### config.mk
export PLATFORM = sky130hd
export DESIGN_NAME = cld_channel
export DESIGN_NICKNAME = d
export VERILOG_FILES = /design/src/hw/cld_pkg.sv /design/src/hw/cld_channel.sv
export SDC_FILE = /design/constraint.sdc
export NUM_CORES = 1
export LEC_CHECK = 0
export BUFFER_PORTS_ARGS = -buffer_cell sky130_fd_sc_hd__buf_2
export CORE_AREA = 2 2 203 145
export DETAILED_ROUTE_END_ITERATION = 10
export DIE_AREA = 0 0 205 147
export PLACE_DENSITY_LB_ADDON = 0.25
export SLEW_MARGIN = 0
export SYNTH_ARGS = -nofsm -noshare
export SYNTH_HDL_FRONTEND = slang
export SYNTH_SLANG_ARGS = --single-unit
### constraint.sdc
create_clock -name sys_clk -period 3.45 [get_ports sys_clk]
set_input_delay 0 -clock sys_clk [delete_from_list [all_inputs] [get_ports sys_clk]]
set_output_delay 0 -clock sys_clk [all_outputs]
set_load 0.02 [all_outputs]
### src/hw/cld_pkg.sv
/*
 * package for the command list data channel: command word layout,
 * reset values, timing constants, state enum and carrier structs.
 * assumes one 100 MHz clock and a synchronous active-high reset.
 */
package cld_pkg;

	// word and address widths
	localparam int WORD_W = 36;
	localparam int ADDR_W = 22;
	localparam int NARROW_CNT_W = 18;
	localparam int WIDE_CNT_W = 14;
	localparam int INIT_ADDR_W = 8;

	// bus register offsets (byte addresses)
	localparam logic [7:0] OFS_CONTROL = 8'h00;
	localparam logic [7:0] OFS_STATUS = 8'h04;
	localparam logic [7:0] OFS_CMDADDR = 8'h08;
	localparam logic [7:0] OFS_DATAADDR = 8'h0C;
	localparam logic [7:0] OFS_COUNT = 8'h10;
	localparam logic [7:0] OFS_BUFFER = 8'h14;

	// control register bit positions
	localparam int CTL_LOCAL = 0;
	localparam int CTL_DIR = 1;
	localparam int CTL_SSTEP = 2;
	localparam int CTL_AUTOCLR = 3;
	localparam int CTL_PEHALT = 4;
	localparam int CTL_MAINT = 5;
	localparam int CTL_WIDE = 6;
	localparam int CTL_EVLOCK = 7;
	localparam int CTL_START = 8;
	localparam int CTL_STOP = 9;
	localparam int CTL_CLEAR = 10;
	localparam logic [10:0] CONTROL_RST = 11'h000;

	// timed auto-clear delay
	localparam int AUTOCLR_US = 300;
	localparam int CLK_MHZ = 100;
	localparam int AUTOCLR_CYCLES = AUTOCLR_US * CLK_MHZ;

	// channel sequencer states
	typedef enum logic [2:0] {
		CLD_IDLE,
		CLD_WAITADDR,
		CLD_FETCH,
		CLD_EVAL,
		CLD_XFER,
		CLD_HALT
	} cld_state_t;

	// memory request toward the memory bus
	typedef struct packed {
		logic req;
		logic write;
		logic [ADDR_W-1:0] addr;
		logic [WORD_W-1:0] data;
		logic parity;
	} cld_mem_req_t;

	// memory answer from the memory bus
	typedef struct packed {
		logic ack;
		logic [WORD_W-1:0] data;
		logic parity;
	} cld_mem_rsp_t;

endpackage : cld_pkg

### src/hw/cld_channel.sv
/*
 * command list data channel: fetches 36-bit command words from memory and
 * moves data between a device controller and memory; maintenance local
 * mode; control over an AHB-Lite slave.
 * assumes the memory bus answers each request with one ack pulse, the
 * controller signals are synchronous to sys_clk except the raw pins.
 */
// The register addresses and the AHB-Lite interface to the registers were decided locally.
//
// Notes on behaviour
// - command word parity error sets flag under maintenance
// - data parity error sets separate flag likewise
// - lockout forbids writing even parity to memory
// - clear command resets all channel control
// - local mode ignores bus inputs, generates them
// - local start starts; single step one cycle
// - local stop halts after current memory cycle
// - direction setting picks simulated write or read
// - single step stops after each local cycle
// - auto clear fires 300 us after local start
// - parity halt stops channel, keeps memory buffer
// - wide mode 14/22 split, narrow 18/18
// - block size 256K-1 narrow, 16K-1 wide
// - first requester owns; supplies list start address
// - transfer counted words, increment count and address
// - count all ones means next command word
// - zero count nonzero address jumps
// - device read zero address discards words
// - zero word stops and signals owner
// - other controllers refused while list runs
// - address incremented before first transfer
// - command address increments after every fetch
// - terminator drops busy and goes idle
`timescale 1ns/100ps

module cld_channel import cld_pkg::*; #(
	parameter int NUM_CTRL = 4,
	parameter int AUTOCLR_CNT = AUTOCLR_CYCLES
) (
	input wire logic sys_clk,
	input wire logic rst,
	input wire logic clkEn,
	// ahb-lite slave
	input wire logic hsel,
	input wire logic [31:0] haddr,
	input wire logic [1:0] htrans,
	input wire logic hwrite,
	input wire logic [2:0] hsize,
	input wire logic [31:0] hwdata,
	input wire logic hready,
	output logic hreadyout,
	output logic hresp,
	output logic [31:0] hrdata,
	// controller side (raw pins)
	input wire logic [NUM_CTRL-1:0] ctrlRequest,
	input wire logic ctrlDevicePulse,
	input wire logic [INIT_ADDR_W-1:0] ctrlInitAddr,
	input wire logic memory_to_device_direction,
	input wire logic [WORD_W-1:0] ctrlWriteData,
	output logic [NUM_CTRL-1:0] ctrlGrant,
	output logic channelBusy,
	output logic ctrlWordStrobe,
	output logic [WORD_W-1:0] ctrlReadData,
	output logic ctrlDone,
	// memory bus
	output cld_mem_req_t memReq,
	input wire cld_mem_rsp_t memRsp
);

	// all state except the pin synchronisers in one struct
	typedef struct packed {
		cld_state_t st;
		logic [10:0] control;
		logic [NUM_CTRL-1:0] owner;
		logic [ADDR_W-1:0] cmdAddr;
		logic [ADDR_W-1:0] dataAddr;
		logic [NARROW_CNT_W-1:0] count;
		logic skipMode;
		logic [WORD_W-1:0] memory_buffer;
		logic cmd_word_parity_err_flag;
		logic data_word_parity_err_flag;
		logic memBusy;
		logic memWrite;
		logic dirLatched;
		logic stepArmed;
		logic stopPending;
		logic done;
		logic wordStrobe; // memory word handed to the device
		logic [31:0] autoClr;
		logic autoRun;
		logic dataPhase;
		logic dataWrite;
		logic [7:0] dataOfs;
		logic [31:0] rdata;
	} cld_regs_t;

	cld_regs_t r;
	cld_regs_t next_r;

	// two-flop synchronisers for raw pins
	logic [NUM_CTRL+2+INIT_ADDR_W-1:0] syncA;
	logic [NUM_CTRL+2+INIT_ADDR_W-1:0] syncB;
	always_ff @(posedge sys_clk) begin
		if (rst) begin
			syncA <= '0;
			syncB <= '0;
		end else if (clkEn) begin
			syncA <= {ctrlInitAddr, memory_to_device_direction, ctrlDevicePulse, ctrlRequest};
			syncB <= syncA;
		end
	end

	// local mode replaces the external bus signals
	logic localMode;
	logic [NUM_CTRL-1:0] reqIn;
	logic pulseIn;
	logic dirIn;
	logic [INIT_ADDR_W-1:0] initAddrIn; // list start address bits, synced
	assign localMode = r.control[CTL_LOCAL];
	assign reqIn = localMode ? '0 : syncB[NUM_CTRL-1:0];
	assign pulseIn = localMode ? 1'b1 : syncB[NUM_CTRL];
	assign dirIn = localMode ? r.control[CTL_DIR] : syncB[NUM_CTRL+1];
	assign initAddrIn = localMode ? '0 : syncB[NUM_CTRL+2+:INIT_ADDR_W];

	// lowest set bit as a one-hot grant
	function automatic logic [NUM_CTRL-1:0] pickFirst(input logic [NUM_CTRL-1:0] v);
		return v & (~v + 1'b1);
	endfunction : pickFirst

	// even parity word has odd bit count plus parity... compute odd parity bit
	function automatic logic oddParity(input logic [WORD_W-1:0] w);
		return ~(^w);
	endfunction : oddParity

	logic wide;
	assign wide = r.control[CTL_WIDE];

	// command word split by addressing mode
	logic [NARROW_CNT_W-1:0] cwCount; // count, widened with ones in wide mode
	logic [ADDR_W-1:0] cwAddr; // address field, zero-extended
	logic cwCountZero; // count field all zero
	always_comb begin
		if (wide) begin
			cwCount = {{(NARROW_CNT_W-WIDE_CNT_W){1'b1}}, r.memory_buffer[35:22]};
			cwAddr = r.memory_buffer[21:0];
			cwCountZero = r.memory_buffer[35:22] == '0;
		end else begin
			cwCount = r.memory_buffer[35:18];
			cwAddr = {4'h0, r.memory_buffer[17:0]};
			cwCountZero = r.memory_buffer[35:18] == '0;
		end
	end

	logic busWrite;
	logic busRead;
	assign busWrite = hsel && hready && htrans[1] && hwrite;
	assign busRead = hsel && hready && htrans[1] && !hwrite;

	// next state
	always_comb begin
		logic cmdPeSet; // command parity event this cycle
		logic dataPeSet; // data parity event this cycle
		cmdPeSet = 1'b0;
		dataPeSet = 1'b0;
		next_r = r;
		next_r.done = 1'b0;
		next_r.wordStrobe = 1'b0;
		// bus data phase completes a write
		next_r.dataPhase = busWrite;
		if (busWrite || busRead) begin
			next_r.dataOfs = haddr[7:0];
		end
		next_r.control[CTL_START] = 1'b0;
		next_r.control[CTL_STOP] = 1'b0;
		next_r.control[CTL_CLEAR] = 1'b0;
		if (r.dataPhase && r.dataOfs == OFS_CONTROL) begin
			next_r.control = hwdata[10:0];
		end
		// read data captured for the data phase
		unique case (haddr[7:0])
			OFS_CONTROL: next_r.rdata = {21'h0, r.control};
			OFS_STATUS: next_r.rdata = {23'h0, r.st, r.stopPending, r.memBusy,
				r.data_word_parity_err_flag, r.cmd_word_parity_err_flag, channelBusy, 1'b0};
			OFS_CMDADDR: next_r.rdata = {10'h0, r.cmdAddr};
			OFS_DATAADDR: next_r.rdata = {10'h0, r.dataAddr};
			OFS_COUNT: next_r.rdata = {14'h0, r.count};
			OFS_BUFFER: next_r.rdata = r.memory_buffer[31:0];
			default: next_r.rdata = 32'h0;
		endcase

		// local start arms one memory cycle in single step
		if (localMode && r.control[CTL_START]) begin
			next_r.stepArmed = 1'b1;
			if (r.control[CTL_AUTOCLR]) begin
				next_r.autoRun = 1'b1;
				next_r.autoClr = 32'h0;
			end
		end
		if (localMode && r.control[CTL_STOP]) begin
			next_r.stopPending = 1'b1;
		end

		// memory answer completes the current cycle
		if (r.memBusy && memRsp.ack) begin
			next_r.memBusy = 1'b0;
			if (localMode && r.control[CTL_SSTEP]) begin
				next_r.stepArmed = 1'b0;
			end
		end

		unique case (r.st)
			CLD_IDLE: begin
				// first requester takes the channel
				if (localMode && r.control[CTL_START]) begin
					next_r.st = CLD_WAITADDR;
					next_r.owner = '0;
				end else if (|reqIn) begin
					next_r.owner = pickFirst(reqIn);
					next_r.st = CLD_WAITADDR;
				end
			end
			CLD_WAITADDR: begin
				// wait as long as it takes for the start address
				if (pulseIn) begin
					next_r.cmdAddr = {13'h0, initAddrIn, 1'b0};
					next_r.dirLatched = dirIn;
					next_r.st = CLD_FETCH;
				end
			end
			CLD_FETCH: begin
				if (!r.memBusy && !memRsp.ack && (!localMode || !r.control[CTL_SSTEP]
					|| r.stepArmed)) begin
					next_r.memBusy = 1'b1;
					next_r.memWrite = 1'b0;
				end
				if (r.memBusy && memRsp.ack) begin
					next_r.cmdAddr = r.cmdAddr + 1'b1;
					next_r.st = CLD_EVAL;
					if (memRsp.parity != oddParity(memRsp.data)) begin
						if (r.control[CTL_MAINT]) begin
							next_r.cmd_word_parity_err_flag = 1'b1;
							cmdPeSet = 1'b1;
						end
						if (r.control[CTL_PEHALT]) begin
							next_r.st = CLD_HALT;
						end
					end
					next_r.memory_buffer = memRsp.data;
				end
			end
			CLD_EVAL: begin
				if (r.memory_buffer == '0) begin
					next_r.done = 1'b1;
					next_r.owner = '0;
					next_r.st = CLD_IDLE;
				end else if (cwCountZero) begin
					next_r.cmdAddr = cwAddr;
					next_r.st = CLD_FETCH;
				end else begin
					// count negative, address pre-incremented
					next_r.count = cwCount;
					next_r.dataAddr = cwAddr + 1'b1;
					next_r.skipMode = cwAddr == '0;
					next_r.st = CLD_XFER;
				end
			end
			CLD_XFER: begin
				// skip words on device read, no memory cycle
				if (r.skipMode && !r.dirLatched) begin
					if (pulseIn) begin
						next_r.count = r.count + 1'b1;
						next_r.dataAddr = r.dataAddr + 1'b1;
					end
				end else if (!r.memBusy && !memRsp.ack && (!localMode
					|| !r.control[CTL_SSTEP] || r.stepArmed) && pulseIn) begin
					next_r.memBusy = 1'b1;
					next_r.memWrite = !r.dirLatched;
					if (!r.dirLatched) begin
						next_r.memory_buffer = localMode ? {14'h0, r.dataAddr} : ctrlWriteData;
					end
				end
				if (r.memBusy && memRsp.ack) begin
					next_r.count = r.count + 1'b1;
					next_r.dataAddr = r.dataAddr + 1'b1;
					if (r.dirLatched) begin
						next_r.memory_buffer = memRsp.data;
						next_r.wordStrobe = 1'b1; // strobe with the word in the buffer
						if (memRsp.parity != oddParity(memRsp.data)) begin
							if (r.control[CTL_MAINT]) begin
								next_r.data_word_parity_err_flag = 1'b1;
								dataPeSet = 1'b1;
							end
							if (r.control[CTL_PEHALT]) begin
								next_r.st = CLD_HALT;
							end
						end
					end
				end
				// the word taken at an all-ones count is the last one
				if (next_r.st == CLD_XFER && next_r.count == '0 && !next_r.memBusy) begin
					next_r.st = CLD_FETCH;
				end
			end
			CLD_HALT: begin
				// held with memory buffer kept until clear
				next_r.memBusy = 1'b0;
			end
		endcase

		// stop lands only with no memory cycle open
		if (r.stopPending && !next_r.memBusy) begin
			next_r.st = CLD_HALT;
			next_r.stopPending = 1'b0;
		end

		// auto clear timer
		if (r.autoRun) begin
			next_r.autoClr = r.autoClr + 1'b1;
		end
		if (r.control[CTL_CLEAR] || (r.autoRun && r.autoClr == 32'(AUTOCLR_CNT - 1))) begin
			next_r.st = CLD_IDLE;
			next_r.owner = '0;
			next_r.memBusy = 1'b0;
			next_r.stepArmed = 1'b0;
			next_r.stopPending = 1'b0;
			next_r.autoRun = 1'b0;
			next_r.autoClr = 32'h0;
			// a parity event in the clear cycle still sets its flag
			next_r.cmd_word_parity_err_flag = cmdPeSet;
			next_r.data_word_parity_err_flag = dataPeSet;
			next_r.count = '0;
			if (!r.control[CTL_PEHALT]) begin
				next_r.memory_buffer = '0;
			end
		end
	end

	// register the whole state
	always_ff @(posedge sys_clk) begin
		if (rst) begin
			r <= '0;
			r.st <= CLD_IDLE;
			r.control <= CONTROL_RST;
		end else if (clkEn) begin
			r <= next_r;
		end
	end

	// grant only the owner; others refused while busy
	assign ctrlGrant = r.owner;
	assign channelBusy = r.st != CLD_IDLE;
	assign ctrlDone = r.done;
	assign ctrlWordStrobe = r.wordStrobe;
	assign ctrlReadData = r.memory_buffer;

	// memory request; always odd parity, whatever the lockout setting
	always_comb begin
		memReq.req = r.memBusy;
		memReq.write = r.memWrite;
		memReq.addr = r.st == CLD_FETCH ? r.cmdAddr : r.dataAddr;
		memReq.data = r.memory_buffer;
		memReq.parity = oddParity(r.memory_buffer);
	end

	assign hreadyout = 1'b1;
	assign hresp = 1'b0;
	assign hrdata = r.rdata;

	// assertions
	a_parity_never_even: assert property (@(posedge sys_clk) disable iff (rst)
		memReq.req && memReq.write && r.control[CTL_EVLOCK]
		|-> ^{memReq.data, memReq.parity}) else $error("even parity written");
	a_clear_to_idle: assert property (@(posedge sys_clk) disable iff (rst)
		clkEn && r.control[CTL_CLEAR] |=> r.st == CLD_IDLE) else $error("clear missed");
	a_terminator_idle: assert property (@(posedge sys_clk) disable iff (rst)
		clkEn && r.st == CLD_EVAL && r.memory_buffer == '0 && !r.control[CTL_CLEAR]
		&& !r.stopPending |=> !channelBusy && ctrlDone) else $error("no stop");
	a_fetch_incr: assert property (@(posedge sys_clk) disable iff (rst)
		clkEn && r.st == CLD_FETCH && r.memBusy && memRsp.ack && !r.control[CTL_CLEAR]
		|=> r.cmdAddr == $past(r.cmdAddr) + 1'b1) else $error("fetch addr");
	a_local_no_grant: assert property (@(posedge sys_clk) disable iff (rst)
		localMode && r.st == CLD_IDLE |-> ctrlGrant == '0) else $error("local grant");
	a_owner_held: assert property (@(posedge sys_clk) disable iff (rst)
		clkEn && channelBusy && r.owner != '0 && !r.control[CTL_CLEAR] && !r.autoRun
		&& r.st != CLD_EVAL |=> ctrlGrant == $past(ctrlGrant)) else $error("owner");
	a_halt_keeps_mb: assert property (@(posedge sys_clk) disable iff (rst)
		clkEn && r.st == CLD_HALT && r.control[CTL_PEHALT]
		|=> r.memory_buffer == $past(r.memory_buffer)) else $error("mb lost");
	a_count_step: assert property (@(posedge sys_clk) disable iff (rst)
		clkEn && r.st == CLD_XFER && r.memBusy && memRsp.ack && !r.control[CTL_CLEAR]
		&& !r.autoRun |=> r.count == $past(r.count) + 1'b1) else $error("count");
	c_terminate: cover property (@(posedge sys_clk) r.st == CLD_EVAL ##1 r.st == CLD_IDLE);
	c_jump: cover property (@(posedge sys_clk) r.st == CLD_EVAL ##1 r.st == CLD_FETCH);
	c_halt: cover property (@(posedge sys_clk) r.st == CLD_HALT);
	c_xfer_done: cover property (@(posedge sys_clk) r.st == CLD_XFER ##1 r.st == CLD_FETCH);

endmodule : cld_channel

==> results of run 1 <==
logic make-up (layout without fill, tap and decap cells):
| logic type | Yosys count | in the layout | share of synthesized area (%) |
|---|---|---|---|
| mux | 124 | 124 | 7.81 |
| compound gates | 544 | 544 | 21.1 |
| other cells | 2 | 3 | 0.0472 |
| simple gates | 750 | 750 | 22.0 |
| buf+inv | 334 | 511 | 10.6 |
| fa+ha+maj | 31 | 31 | 2.44 |
| flops | 228 | 228 | 28.7 |
| xor+xnor | 132 | 132 | 7.34 |
sequential cells by signal, summed over array words and instances (netlist names):
| signal | cells |
|---|---|
| ctrlWordStrobe | 1 |
| ctrlDone | 1 |
| hrdata | 32 |
| ctrlGrant | 4 |
| memReq | 2 |
| r | 123 |
| ctrlReadData | 36 |
| localMode | 1 |
| syncB | 14 |
| syncA | 14 |
worst paths after layout:
path,slack (ns),depth (start not counted),startpoint,to
setup reg to reg,0.33,9,localMode$_SDFFE_PP0P_,ctrlReadData[31]$_SDFFE_PP0P_
hold / removal,0.02,5,memRsp[34],ctrlReadData[33]$_SDFFE_PP0P_
hold reg to reg,0.46,2,hrdata[31]$_SDFFE_PP0P_,hrdata[31]$_SDFFE_PP0P_
setup / recovery,0.33,9,localMode$_SDFFE_PP0P_,ctrlReadData[31]$_SDFFE_PP0P_
power groups by stage:
stage          sequential, mW  clock [mW]  combinational, mW
4_1_cts                  2.68        2.78              0.617
3_3_place_gp             2.73           0              0.539
3_5_place_dp             2.73           0              0.544
2_1_floorplan            2.73           0              0.341
5_1_grt                  2.68        2.88              0.690
6_report                 2.68        2.77              0.646
per-layer routing:
layer / part of all wire [%] / global-route usage [%] / up-vias
met4: 2.1 / 8.71 / 0
met1: 43 / 58.9 / 8142
met2: 41 / 56.1 / 1238
li1: - / - / 7763
met3: 15 / 10.7 / 114
met5: 0 / 0 / -
final cells by class:
type	instances	share of cell area, %
repair buffers	415	14.9
flip-flops and latches	228	24.6
inverters	52	1.05
diodes	1	0.0135
well taps	378	2.55
multi-input cells	1583	52.4
clock buffers	37	3.94
clock inverters	7	0.493
placed cells by master (no fill, tap or decap), types with 31 or more instances in the layout:
cell,instances
ha_1,31
inv_1,51
buf_2,247
a21oi_1,145
dlygate4sd3_1,88
mux2i_1,122
nand2_1,275
o21ai_0,179
nand3_1,63
a22oi_1,54
nor2_1,208
dfxtp_1,227
buf_4,76
xnor2_1,94
nor3_1,43
xor2_1,37
metrics by stage:
step / total power [mW] / setup slack (ns) / cells / hold WS (ns) / cell area, sq um
finish: 6.09 / 0.330 / 2701 / 0.0154 / 18500
global route: 6.25 / 0.244 / 2701 / 0.0322 / 18500
detailed placement: 3.28 / 0.593 / 2568 / 0.248 / 16800
global placement: 3.27 / 0.648 / 2568 / 0.235 / 16800
CTS: 6.07 / 0.414 / 2700 / 0.00248 / 18500
floorplan: 3.07 / 0.729 / 2145 / 0.136 / 15900
worst max-delay path, cell delays in order, from the launching register on:
cell	delay [ns]
dfxtp_2	0.32
buf_4	0.18
and3b_1	0.20
or3_1	0.37
or4_1	0.77
nand2_1	0.19
a311oi_1	0.09
dlygate4sd3_1	0.59
o21ai_0	0.17
a21oi_1	0.09
timing repair:
item	in CTS	in global routing
endpoints found under the setup margin	0	0
hold buffers	88	0
hold endpoints to repair	91	0
gates resized for setup	0	0
==> key figures, run 1 <==
CTS
  – TritonCTS clock tree: built
  – CTS root buf: clkbuf_16
  – Clk buf depth: 3
  – Htree depth: 1
  – Clock Sinks: between 200 and 250
  – Worst-path clk slew: ~0.06 ns
  – Post-CTS Setup Repair Bufs: 0
  – Worst skew pair latency: roughly 0.55 ns
  – Cts bufs inserted: 25

Timing
  – Worst-Margin Slew: slightly above 0.9 ns
  – Post-route clock period utilization: 90.4%
  – # setup viols final: 0
  – TNS Setup: 0 ns
  – Slew headroom: between 30% and 40%
  – Final critical-path required period: between 3 and 4 ns
  – RSZ-0062 raised after global routing: no
  – Max-slew violation count: 0
  – Worst clock skew: roughly 0.016 ns
  – Fin. Hold Viols: 0
  – Fmax: between 0.3 and 0.4 GHz

Die
  – DIE AREA: approximately 30000 sq um
  – Ports: about 300
  – Width of the chip: around 200 um
  – Initial core utilization: a little under three fifths
  – Number of placement rows: 52
  – DIE HEIGHT: ~150 um
  – Core area: ~28000 sq um

Placed design
  – Hpwl dp: ~43000 um
  – Port bufs: roughly 250
  – GPL Wtd Cong: 1.03

Drt
  – Drt pass-1 iters: 6
  – Final ANT Viol Nets: 0
  – DRC: 0
  – DRT iter0 DRCs: between 2000 and 3000
  – Vias: between 15000 and 20000
  – Routed WL per cell: about 23 um
  – WL final: 61100 um
  – Vias per cell: 6.39

GRT
  – First-pass GRT wire length: between 90000 and 100000 um
  – Vias in the first global route: 15900
  – Total congestion overflow: 0
  – GRT Util Overall: between 30 and 40%
  – Antenna violations before repair: 1
  – Largest net degree at the start of global routing: 59

Logic synthesis
  – Syn avg cell area: 7.43 sq um
  – Top cells by area, synth: dfxtp_1 29%, mux2i_1 7.7%, nand2_1 6.5%
  – Sequential fraction of the synthesis area: between 20 and 30%
  – Cell area after synthesis: roughly 16000 sq um
  – Asr flop ratio synth: 0%
  – Seq cells post-synth: between 200 and 250
  – Syn_nets: between 2000 and 2500
  – Number of synthesized flops with an enable pin: 0
  – Post-synth top area cell: dfxtp_1
  – Most common library cells after synthesis: 275 x nand2_1, 228 x dfxtp_1, 209 x nor2_1
  – Post-synth top area share: roughly 29%
  – Yosys cell types: 74
  – Dominant cell by count in the synthesized netlist: nand2_1
  – Mapped Cells: around 2100
  – Top FF cell, synth: dfxtp_1
  – Synth warn: 0

Run
  – Max Cap Viol: 0

Power
  – Net Sw Frac: between 20% and 30%
  – Comb pwr share: between 10% and 20%
  – Reg power frac: a little over two fifths
  – Clk network pwr share: a little under half
  – NetSw: around 1.6 mW
  – Power per cell area: approximately 330 nW/um^2
  – VDD IR max: between 0.4 and 0.5 mV
  – Static leakage power: 7.07 nW
  – Pint: approximately 4.5 mW

Cells and area
  – Fraction of layout cells with a size suffix above 1: approximately 17%
  – Layout Nets: roughly 2500
  – Synthesis-to-finish area growth: 16.3%
  – # fillers: 2422
  – Total area of sequential cells: about 4600 sq um
  – Final core utilization: between 60% and 70%
  – Area of the multi-input gates: 9700 sq um

Status
  – Status: finished, final reports clean

Setup path
  – Setup crit end kind: flip-flop
  – Required @ worst endpoint: 3.85 ns
  – Maximum net fanout on the critical path: 17
  – Worst EP arrival: about 3.5 ns
  – Startpoint types: flip-flop
  – Worst Path Class, Setup: reg2reg

Worst hold path
  – Hold crit path type: in2reg
Note: power is estimated with default switching activity, not from simulation.
==> inputs of run 2 (changes only) <==
MAX_ROUTING_LAYER = met4   (was unset)
==> run 2 against run 1 <==
First-iteration DRC count decreased by 10%. Sequential share of layout area increased by 0.20 points. Total power increased by 1.1%. Sequential power about the same. Core utilization decreased by 0.52 points. Critical path depth unchanged.
==> key figures, run 2 (same netlist as run 1, synthesis figures left out) <==
Status
  – Status: finished, final reports clean

Setup path
  – Required @ worst endpoint: 3.85 ns (about the same)
  – Worst EP arrival: 3.52 ns (about the same)
  – Setup crit end kind: flip-flop
  – Maximum net fanout on the critical path: 17 (unchanged)
  – Worst Path Class, Setup: reg2reg
  – Startpoint types: flip-flop
  – RR Startpoint: localMode$_SDFFE_PP0P_
  – Crit. Startpoint: localMode$_SDFFE_PP0P_

Die
  – DIE HEIGHT: 147 um (unchanged)
  – Initial core utilization: 56.1% (unchanged)
  – Ports: 301 (unchanged)
  – Number of placement rows: 52 (unchanged)
  – Core area: 28400 sq um (unchanged)
  – Width of the chip: 205 um (unchanged)
  – DIE AREA: 30100 sq um (unchanged)

CTS
  – Cts repair resizes: 0 (unchanged)
  – Clk buf depth: 3 (unchanged)
  – Worst-path clk slew: 0.06 ns (about the same)
  – Htree depth: 1 (unchanged)
  – TritonCTS clock tree: built
  – Worst skew pair latency: 0.55 ns (about the same)
  – CTS root buf: clkbuf_16
  – Clock Sinks: 228 (unchanged)
  – Cts bufs inserted: 24 (-4.0%)

Cells and area
  – Layout Nets: 2479 (-0.80%)
  – Final core utilization: 64.8% (-0.52 points)
  – Fraction of layout cells with a size suffix above 1: 17.2% (+0.31 points)
  – Commonest non-fill, non-tap cell in the layout: nand2_1
  – # fillers: 2498 (+3.1%)
  – Reg with most FFs: r
  – Max FFs per register: 123 (unchanged)
  – Ant. Diodes: 0 (-1)
  – Synthesis-to-finish area growth: 15.4%
  – Most frequent cells in the layout: 275 x nand2_1, 247 x buf_2, 227 x dfxtp_1, 208 x nor2_1, 179 x o21ai_0

Timing
  – Post-route clock period utilization: 90.5% (about the same)
  – RSZ-0062 raised after global routing: no
  – Final critical-path required period: 3.12 ns (+0.00289 ns)
  – Max-slew violation count: 0 (unchanged)
  – Hold_ws: 0.0196 ns (+0.00421 ns)
  – Fmax: 0.320 GHz (about the same)
  – Fin. Hold Viols: 0 (unchanged)
  – TNS Setup: 0 ns (unchanged)
  – Worst clock skew: 0.0166 ns (+0.000621 ns)
  – Worst-Margin Slew: 0.874 ns (-0.0587 ns)
  – Slew headroom: 41.3% (+3.9 points)
  – Final Worst Setup Slack: 0.327 ns (-0.00289 ns)
  – # setup viols final: 0 (unchanged)

Power
  – Overall Power: 6.16 mW (+1.1%)
  – Static leakage power: 6.97 nW (-1.4%)
  – VDD IR max: 0.407 mV (-16%)
  – Power per cell area: 335 nW/um^2 (+1.9%)

Drt
  – WL final: 59600 um (-2.4%)
  – Vias: 17100 (-0.92%)
  – Vias per cell: 6.38 (-0.18%)
  – Routed WL per cell: 22.2 um (-1.7%)
  – Drt pass-1 iters: 8 (+2)
  – Final ANT Viol Nets: 0 (unchanged)
  – DRC: 0 (unchanged)
  – DRT iter0 DRCs: 2346 (-10%)

GRT
  – Vias in the first global route: 15200 (-3.9%)
  – First-pass GRT wire length: 89900 um (-3.9%)
  – Largest net degree at the start of global routing: 76 (+29%)
  – Antenna violations before repair: 0 (-1)
  – Total congestion overflow: 0 (unchanged)
  – GRT Util Overall: 39.2% (-0.22 points)

Placed design
  – Port bufs: 249 (unchanged)
  – Hpwl dp: 42500 um (-0.62%)
  – GPL Wtd Cong: 1.03 (+0.24%)
  – DP Worst Slack: 0.493 ns (-0.100 ns)

Worst hold path
  – Hold crit path type: in2reg
  – Hold Crit Start: memRsp[17]

Run
  – Max Cap Viol: 0 (unchanged)
-- run 2: power by group --
group	total, mW	leakage [nW]	internal (mW)	switching [mW]
combinational	0.627	4.71	0.252	0.375
sequential	2.68	1.84	2.66	0.0195
clock	2.85	0.416	1.68	1.17
-- run 2: repair_timing --
item | in CTS | in global routing
hold endpoints to repair | 92 | 0
buffers inserted | 0 | 0
hold buffers | 70 | 0
-- run 2: worst max-delay path: stages (launching register included) --
cell	delay (ns)
dfxtp_2	0.32
buf_4	0.18
and3b_1	0.19
or3_1	0.37
or4_1	0.79
nand2_1	0.19
a311oi_1	0.09
dlygate4sd3_1	0.59
o21ai_0	0.17
a21oi_1	0.09
-- run 2: final timing paths --
check / end / slack, ns / cells after the start
worst max register to register: ctrlReadData[32]$_SDFFE_PP0P_ / 0.33 / 9
worst max-delay path: ctrlReadData[32]$_SDFFE_PP0P_ / 0.33 / 9
worst min-delay path: ctrlReadData[16]$_SDFFE_PP0P_ / 0.02 / 5
worst min register to register: r[34]$_SDFFE_PP0P_ / 0.46 / 2
-- run 2: final cells by class --
| cell class | instances | area [sq um] | area share (%) |
|---|---|---|---|
| timing repair buffer | 396 | 2580 | 14.0 |
| inverter | 52 | 195 | 1.06 |
| tap | 378 | 473 | 2.57 |
| multi-input combinational | 1583 | 9700 | 52.8 |
| clock buffer | 32 | 712 | 3.87 |
| clock inverter | 12 | 153 | 0.831 |
| sequential | 228 | 4570 | 24.8 |
-- run 2: metrics by stage --
step                      instance area [sq um]  instances
after floorplan                           15900       2145
after global routing                      18400       2681
after CTS                                 18400       2681
final                                     18400       2681
after detailed placement                  16800       2567
after global placement                    16800       2567
-- run 2: per-layer routing --
metal  global-route usage [%]  part of all wire [%]
met5                        -                     0
met4                     9.60                   2.4
met3                     9.41                    14
met2                     53.7                    40
met1                     57.4                    43
